## src/hdl/djk_pkg.sv

```systemverilog
// Purpose: shared constants for the dual j-k storage block
// Assumes: one system clock, synchronous pin sampling
// Notes: state encodings of the two steering inputs
package djk_pkg;
  localparam int DJK_NUM_FF = 2;
  localparam logic [1:0] DJK_JK_HOLD = 2'h0;
  localparam logic [1:0] DJK_JK_LOAD1 = 2'h2;
  localparam logic [1:0] DJK_JK_LOAD0 = 2'h1;
  localparam logic [1:0] DJK_JK_TOGGLE = 2'h3;
  localparam logic DJK_RST_VAL = 1'h0;
  localparam logic DJK_CLK_RST_VAL = 1'h0;
endpackage : djk_pkg

```

## src/hdl/djk_dual_jk.sv

```systemverilog
// Purpose: two independent negative-edge j-k storage elements
// Assumes: all pins synchronous to sys_clk; edges seen by sampling
// Notes: overrides act at the next sys_clk edge, only while clk_en is high; not truly async
// Operation
// two independent elements, each with own steering, clock, overrides
// low preset forces true high; low clear forces true low
// both overrides low drives true and complement both high
// driver must not release preset and clear in the same instant
// steering may change while clock is high; pre-edge level counts
// state changes only on falling clock edge, never on rising
// both high toggles, 01 stores zero, 10 stores one, 00 holds
// steering used is that held before the falling clock edge
// single-override build has no clear; preset alone forces one
// state is undefined after power-up until override or edge; the code instead loads zero while nrst is low
`timescale 1ns/1ns
module djk_dual_jk
  import djk_pkg::*;
#(
  parameter int NUM_FF = djk_pkg::DJK_NUM_FF,
  parameter bit HAS_CLEAR = 1'b1
) (
  input wire logic sys_clk,
  input wire logic nrst,
  input wire logic clk_en,
  input wire logic [NUM_FF-1:0] j_in,
  input wire logic [NUM_FF-1:0] k_in,
  input wire logic [NUM_FF-1:0] falling_edge_clk,
  input wire logic [NUM_FF-1:0] preset_n,
  input wire logic [NUM_FF-1:0] clear_n,
  output logic [NUM_FF-1:0] q_out,
  output logic [NUM_FF-1:0] q_n_out
);
  import djk_pkg::*;

  typedef struct packed {
    logic [NUM_FF-1:0] clk_d;
    logic [NUM_FF-1:0] j_d;
    logic [NUM_FF-1:0] k_d;
    logic [NUM_FF-1:0] st;
    logic [NUM_FF-1:0] q;
    logic [NUM_FF-1:0] qn;
  } djk_state_t;

  djk_state_t state_ff;
  djk_state_t nxt_state;
  logic [NUM_FF-1:0] clr_eff_n;

  // the clear pin is simply ignored in the single-override build
  assign clr_eff_n = HAS_CLEAR ? clear_n : {NUM_FF{1'b1}};

  always_comb begin
    nxt_state = state_ff;
    nxt_state.clk_d = falling_edge_clk;
    // steering latched each cycle; value from the cycle before the edge
    nxt_state.j_d = j_in;
    nxt_state.k_d = k_in;
    for (int i = 0; i < NUM_FF; i++) begin
      if (!preset_n[i] && !clr_eff_n[i]) begin
        // stored state left as is; outcome after release is undefined
        nxt_state.st[i] = state_ff.st[i];
        nxt_state.q[i] = 1'b1;
        nxt_state.qn[i] = 1'b1;
      end else if (!preset_n[i]) begin
        nxt_state.st[i] = 1'b1;
        nxt_state.q[i] = 1'b1;
        nxt_state.qn[i] = 1'b0;
      end else if (!clr_eff_n[i]) begin
        nxt_state.st[i] = 1'b0;
        nxt_state.q[i] = 1'b0;
        nxt_state.qn[i] = 1'b1;
      end else begin
        if (state_ff.clk_d[i] && !falling_edge_clk[i]) begin
          unique case ({state_ff.j_d[i], state_ff.k_d[i]})
            DJK_JK_HOLD: nxt_state.st[i] = state_ff.st[i];
            DJK_JK_LOAD0: nxt_state.st[i] = 1'b0;
            DJK_JK_LOAD1: nxt_state.st[i] = 1'b1;
            DJK_JK_TOGGLE: nxt_state.st[i] = ~state_ff.st[i];
          endcase
        end
        nxt_state.q[i] = nxt_state.st[i];
        nxt_state.qn[i] = ~nxt_state.st[i];
      end
    end
  end

  // reset value stands in for the unknown power-up state
  always_ff @(posedge sys_clk or negedge nrst) begin
    if (!nrst) begin
      state_ff.clk_d <= {NUM_FF{DJK_CLK_RST_VAL}};
      state_ff.j_d <= '0;
      state_ff.k_d <= '0;
      state_ff.st <= {NUM_FF{DJK_RST_VAL}};
      state_ff.q <= {NUM_FF{DJK_RST_VAL}};
      state_ff.qn <= {NUM_FF{~DJK_RST_VAL}};
    end else if (clk_en) begin
      state_ff <= nxt_state;
    end
  end

  assign q_out = state_ff.q;
  assign q_n_out = state_ff.qn;

  property p_both_low;
    @(posedge sys_clk) disable iff (!nrst)
    (clk_en && !preset_n[0] && !clr_eff_n[0]) |=> (q_out[0] && q_n_out[0]);
  endproperty
  a_both_low: assert property (p_both_low)
    else $error("both overrides low but outputs not both high");

  property p_preset;
    @(posedge sys_clk) disable iff (!nrst)
    (clk_en && !preset_n[1] && clr_eff_n[1]) |=> (q_out[1] && !q_n_out[1]);
  endproperty
  a_preset: assert property (p_preset)
    else $error("preset did not force true output high");

  property p_clear;
    @(posedge sys_clk) disable iff (!nrst)
    (clk_en && preset_n[0] && !clr_eff_n[0]) |=> (!q_out[0] && q_n_out[0]);
  endproperty
  a_clear: assert property (p_clear)
    else $error("clear did not force true output low");

  property p_no_rise;
    @(posedge sys_clk) disable iff (!nrst)
    (clk_en && preset_n[0] && clr_eff_n[0]
      && !(state_ff.clk_d[0] && !falling_edge_clk[0]))
      |=> $stable(q_out[0]);
  endproperty
  a_no_rise: assert property (p_no_rise)
    else $error("output changed without a falling clock edge");

  property p_toggle;
    @(posedge sys_clk) disable iff (!nrst)
    (clk_en && preset_n[0] && clr_eff_n[0] && state_ff.q[0] != state_ff.qn[0]
      && state_ff.clk_d[0] && !falling_edge_clk[0]
      && state_ff.j_d[0] && state_ff.k_d[0])
      |=> (q_out[0] != $past(q_out[0]));
  endproperty
  a_toggle: assert property (p_toggle)
    else $error("toggle did not invert output");

  property p_load;
    @(posedge sys_clk) disable iff (!nrst)
    (clk_en && preset_n[1] && clr_eff_n[1]
      && state_ff.clk_d[1] && !falling_edge_clk[1]
      && (state_ff.j_d[1] != state_ff.k_d[1]))
      |=> (q_out[1] == $past(state_ff.j_d[1]) && q_n_out[1] == !q_out[1]);
  endproperty
  a_load: assert property (p_load)
    else $error("load did not follow pre-edge steering");

  property p_freeze;
    @(posedge sys_clk) disable iff (!nrst)
    !clk_en |=> ($stable(q_out) && $stable(q_n_out));
  endproperty
  a_freeze: assert property (p_freeze)
    else $error("outputs moved while clock enable low");

  property p_no_clear_opt;
    @(posedge sys_clk) disable iff (!nrst)
    (!HAS_CLEAR && clk_en && !preset_n[0]) |=> (q_out[0] && !q_n_out[0]);
  endproperty
  a_no_clear_opt: assert property (p_no_clear_opt)
    else $error("single-override preset failed");

  // second element mirrors the first; catches cross-talk between them
  property p_no_rise1;
    @(posedge sys_clk) disable iff (!nrst)
    (clk_en && preset_n[1] && clr_eff_n[1]
      && !(state_ff.clk_d[1] && !falling_edge_clk[1]))
      |=> $stable(q_out[1]);
  endproperty
  a_no_rise1: assert property (p_no_rise1)
    else $error("second output changed without its falling clock edge");

  property p_both_low1;
    @(posedge sys_clk) disable iff (!nrst)
    (clk_en && !preset_n[1] && !clr_eff_n[1]) |=> (q_out[1] && q_n_out[1]);
  endproperty
  a_both_low1: assert property (p_both_low1)
    else $error("second element not both high with both overrides low");

  property p_hold;
    @(posedge sys_clk) disable iff (!nrst)
    (clk_en && preset_n[0] && clr_eff_n[0] && state_ff.q[0] != state_ff.qn[0]
      && state_ff.clk_d[0] && !falling_edge_clk[0]
      && !state_ff.j_d[0] && !state_ff.k_d[0])
      |=> $stable(q_out[0]);
  endproperty
  a_hold: assert property (p_hold)
    else $error("hold steering changed the output");

  property p_load0;
    @(posedge sys_clk) disable iff (!nrst)
    (clk_en && preset_n[0] && clr_eff_n[0]
      && state_ff.clk_d[0] && !falling_edge_clk[0]
      && (state_ff.j_d[0] != state_ff.k_d[0]))
      |=> (q_out[0] == $past(state_ff.j_d[0]) && q_n_out[0] == !q_out[0]);
  endproperty
  a_load0: assert property (p_load0)
    else $error("first element load did not follow pre-edge steering");

  // outputs only agree while both overrides are held low together
  property p_compl;
    @(posedge sys_clk) disable iff (!nrst)
    (clk_en && (preset_n[0] || clr_eff_n[0])) |=> (q_out[0] != q_n_out[0]);
  endproperty
  a_compl: assert property (p_compl)
    else $error("outputs not complementary outside both-low override");

  // a stray clear pin must not disturb the single-override build
  property p_clear_ignored;
    @(posedge sys_clk) disable iff (!nrst)
    (!HAS_CLEAR && clk_en && preset_n[0] && !clear_n[0]
      && !(state_ff.clk_d[0] && !falling_edge_clk[0]))
      |=> $stable(q_out[0]);
  endproperty
  a_clear_ignored: assert property (p_clear_ignored)
    else $error("clear pin acted in the single-override build");

  c_toggle: cover property (@(posedge sys_clk) disable iff (!nrst)
    clk_en && preset_n[0] && clr_eff_n[0] && state_ff.clk_d[0]
      && !falling_edge_clk[0] && state_ff.j_d[0] && state_ff.k_d[0]);
  c_both_low: cover property (@(posedge sys_clk) disable iff (!nrst)
    !preset_n[1] && !clr_eff_n[1]);
  c_load1: cover property (@(posedge sys_clk) disable iff (!nrst)
    ##1 q_out[1] && $rose(q_out[1]) && preset_n[1]);
  c_freeze: cover property (@(posedge sys_clk) disable iff (!nrst)
    !clk_en && falling_edge_clk[0]);
  c_clear_ignored: cover property (@(posedge sys_clk) disable iff (!nrst)
    !HAS_CLEAR && preset_n[0] && !clear_n[0]);
endmodule : djk_dual_jk

```

## config.mk

```make
export PLATFORM = sky130hd
export DESIGN_NAME = djk_dual_jk
export DESIGN_NICKNAME = d
export VERILOG_FILES = /design/src/hdl/djk_pkg.sv /design/src/hdl/djk_dual_jk.sv
export SDC_FILE = /design/constraint.sdc
export NUM_CORES = 1
export LEC_CHECK = 0
export BUFFER_PORTS_ARGS = -buffer_cell sky130_fd_sc_hd__buf_2
export CAP_MARGIN = 20
export CORE_AREA = 2 2 39 41
export DETAILED_ROUTE_END_ITERATION = 12
export DIE_AREA = 0 0 41 43
export PLACE_DENSITY = 0.67
export SLEW_MARGIN = 10
export SYNTH_ARGS = -nofsm -noshare
export SYNTH_HDL_FRONTEND = slang
export SYNTH_SLANG_ARGS = --single-unit
```

## constraint.sdc

```tcl
create_clock -name sys_clk -period 1.4 [get_ports sys_clk]
set_clock_uncertainty 0.2 [all_clocks]
set_input_delay 0.28 -clock sys_clk [delete_from_list [all_inputs] [get_ports sys_clk]]
set_output_delay 0.28 -clock sys_clk [all_outputs]
set_load 0.01 [all_outputs]
```

After elaboration in Yosys (flattened, before gate mapping):

Index checks and enable logic that the tools add are counted.
W data, S select, Z words.

* register bits: 12
* input bits: 13
* output and inout bits: 4
* logic and storage cells: 55

* equal/unequal tests: 6
* mux-type cells: 22
* bitwise logic cells: 6
* reductions and logical operators: 14

Operator list (count)
* $mux W1: 20
* $eq A2 B2 Y1 const B: 4
* $pmux W1 S4: 2
* $logic_not A1 Y1: 6
* $not A1 Y1: 6
* $eq A2 B1 Y1 const B: 2
* $logic_and A1 B1 Y1: 4
* $logic_not A2 Y1: 2
* $reduce_and A2 Y1: 2

Longest topological paths before layout:

* depth after elaboration: 10
* depth in mapped cells: 4
* mapped depth without buffers: 3

Worst setup path before layout:

OpenSTA, ideal clock, no wires.

* path kind: flip-flop to flip-flop
* start: register state_ff[10] (netlist bit)
* end: register state_ff (netlist bit q_out[0])
* library setup time: 0.126 ns
* arrival time: 0.836 ns
* data required time: 1.074 ns
* path slack: 0.238 ns
* stages on the path, launching flop included: 4
* path buffers: 0
* clock period less this slack: 1.162 ns
* cells stage by stage: dfrtp_1 and4bb_1 a211oi_2 nor2_1

* cells in the longest elaborated chain, start to end: 8

Ends and longest elaborated chain
* start, declared: line djk_dual_jk.sv:44 `djk_state_t state_ff;`
* start signal, assigned: line djk_dual_jk.sv:96 `state_ff <= nxt_state;`
* $logic_and A1 B1 Y1: line djk_dual_jk.sv:72 `if (state_ff.clk_d[i] && !falling_edge_clk[i]) begin`
* $mux W1: line djk_dual_jk.sv:72
* $mux W1: line djk_dual_jk.sv:67 `end else if (!clr_eff_n[i]) begin`
* $mux W1: line djk_dual_jk.sv:63 `end else if (!preset_n[i]) begin`
* $mux W1: line djk_dual_jk.sv:58 `if (!preset_n[i] && !clr_eff_n[i]) begin`
* $mux W1: line djk_dual_jk.sv:67
* $mux W1: line djk_dual_jk.sv:63
* $mux W1: line djk_dual_jk.sv:58

No other way between the ends. The select of a mux whose other input is x is not followed.
A chain may end at the register's enable or synchronous reset.

Worst setup path after layout:

* start: register state_ff (netlist bit q_n_out[1])
* end: output q_n_out[1]

RTL lines
* end, declared: line djk_dual_jk.sv:31 `output logic [NUM_FF-1:0] q_n_out`

No word-level cell between the ends.

==> impl_metrics.tcl <==
set metrics [dict create \
    status "complete, no violations" \
    syn_area_per_cell_um2 11.9 \
    syn-instance-count 47 \
    arrival_ps 910 \
    vdd_drop_max_uv 899 \
    htreeDepth 1 \
    worstMarginPinSlew_ps 263 \
    drv_cap 0 \
    dr.pass1.iters 4 \
    post-dp-hpwl_um 679 \
    routed-via-count 387 \
    final_cell_mix "buf_2, dfrtp_1, nand2_1, mux2_2" \
    io_buffers 16 \
    routed_wl_um 895 \
    switching_power_uw 193 \
    synthesis.nets 60 \
    critPathSlowestCell "dfstp_2" \
    power_frac_clock 0.330 \
    cp-end-kind "primary output" \
    numCtsBuffers 3 \
    slew_viol_final 0 \
    fin_nets 79 \
    fin_hold_ws_ps 34.4 \
    grtUsageTotal 0.138 \
    rsz0062_at_grt "true" \
    max_stage_delay_ps 540 \
    power_frac_comb 0.161 \
    critical_path_required_ps 920 \
    layout_commonest_cell "buf_2" \
    synth_area_um2 561 \
    hold_viol_final 0 \
    clkTransAtPathRegs_ps 70 \
    final_area_um2 697 \
    leakage_uw 0.000317 \
    slew-limit-headroom 0.825 \
    drc 0 \
    synth_area_leaders "dfrtp_1, mux2_2, dfstp_2" \
    synth.ff_latch_count 12 \
    clk_path_buf_depth 2 \
    grt_max_degree 17 \
    crit_buf_inv 1 \
    clk_latency_ps 270 \
    fmax_mhz 719 \
    reg2reg_slack_ps 140 \
    row_count 14 \
    antenna_found_initial 0 \
    synth_top_area_share 0.446 \
    ys_seq_area_frac 0.540 \
    fillCellCount 126 \
    num_antenna_cells 0 \
    ys_types 12 \
    vias_per_cell 4.78 \
    final.period_utilization 0.993 \
    clockRootBuffer "clkbuf_4" \
    setup_viol 0 \
    p_int_uw 626 \
    placed_area_um2 623 \
    die_h_um 43 \
    path_cells "buf_6" \
    start_util 0.405 \
    layout_min_cycle_time_ps 1390 \
    place_congestion 0.666 \
    seq_power_share 0.509 \
    drt-initial-drc-count 7 \
    cts.sinks 12 \
    power_density_nw_per_um2 1170 \
    critPathLaunchType "register" \
    first_global_vias 364 \
    area_delta_synth_final_pct 24.3 \
    ant_nets 0 \
    ios 17 \
    grt_pass1_wl_um 1550 \
    sw_frac_of_total 0.236 \
    cp_top_family "flip-flops" \
    die_w_um 41 \
    core_um2 1380 \
    yosysWarningCount 0 \
    worstPathMaxFanout 2 \
    post-synth-top-area-cell "dfrtp_1" \
    worstHoldPathType "in2reg" \
    grt-ovfl-total 0 \
    die_area_um2 1760 \
    layout-drive-gt1-share 0.492 \
    path_class "reg2out" \
    wl_per_cell_um 11.0 \
    cts_tree "built" \
]
## synth_stat cells
| library cell | n |
|---|---|
| o21ai_0 | 4 |
| nand2b_1 | 2 |
| buf_4 | 5 |
| dfstp_2 | 2 |
| nand2_1 | 6 |
| and4bb_1 | 2 |
| dfrtp_1 | 10 |
| nor2_1 | 2 |
| nand3b_1 | 4 |
| a211oi_2 | 2 |
| mux2_2 | 6 |
| a21oi_1 | 2 |
## power groups by stage
stage               Combinational [uW]  Sequential, uW  Clock [uW]
floorplan                         90.8             415           0
global placement                   114             422           0
detailed placement                 116             423           0
CTS                                135             417         283
global route                       149             422         304
finish                             132             417         270
## metrics by stage
step                instances  power (uW)  worst slack, ps  setup TNS [ps]  utilization
floorplan                  47         506              238               0            -
global placement           74         536             98.2               0        0.450
detailed placement         74         539              103               0        0.450
CTS                        81         836            -2.85           -2.85        0.504
global route               81         875            -31.6           -57.1        0.504
finish                     81         819             9.34               0        0.504
## worst paths after layout
check                                             start  cells past startpoint                 endpoint
worst max-delay path             q_n_out[1]$_DFFE_PN1P_                      1               q_n_out[1]
worst min-delay path                            k_in[0]                      2  state_ff[6]$_DFFE_PN0P_
worst max register to register  state_ff[5]$_DFFE_PN0P_                      3     q_out[1]$_DFFE_PN0P_
worst min register to register  state_ff[8]$_DFFE_PN0P_                      1  state_ff[8]$_DFFE_PN0P_
max in group asynchronous                          nrst                      2   q_n_out[0]$_DFFE_PN1P_
min in group asynchronous                          nrst                      2  state_ff[6]$_DFFE_PN0P_
## metal layers
layer  GRT usage  share of wire  up-vias  wire, um
met5           0              0        -         0
met3      0.0785          0.079        2        71
met2       0.178           0.44       13       396
li1            -              -      201         -
met4      0.0800          0.016        0        14
met1       0.176           0.46      171       413
## what timing repair did
action,4_1_cts,5_1_grt
hold buffers,1,0
hold endpoints to repair,12,0
gates resized for setup,2,0
endpoints found under the setup margin,2,2
cloned,0,0
setup buffers,2,0
## area by class of cell
cell class,count,area [um^2],share of cell area
timing repair buffer,19,118,0.169
tap,16,20.0,0.0287
multi-input combinational,30,220,0.316
clock buffer,4,36.3,0.0521
sequential,12,303,0.434
## state kept, by name (all words and copies together), names as in the netlist
| signal | cells |
|---|---|
| state_ff | 8 |
| q_out | 2 |
| q_n_out | 2 |
## logic make-up (layout without fill, tap and decap cells)
logic type	after synthesis	in the layout	share of synthesized area
mux	6	6	0.121
buf+inv	5	23	0.0670
compound gates	8	8	0.0982
simple gates	16	16	0.174
flops	12	12	0.540
Note: power is estimated with default switching activity, not from simulation.
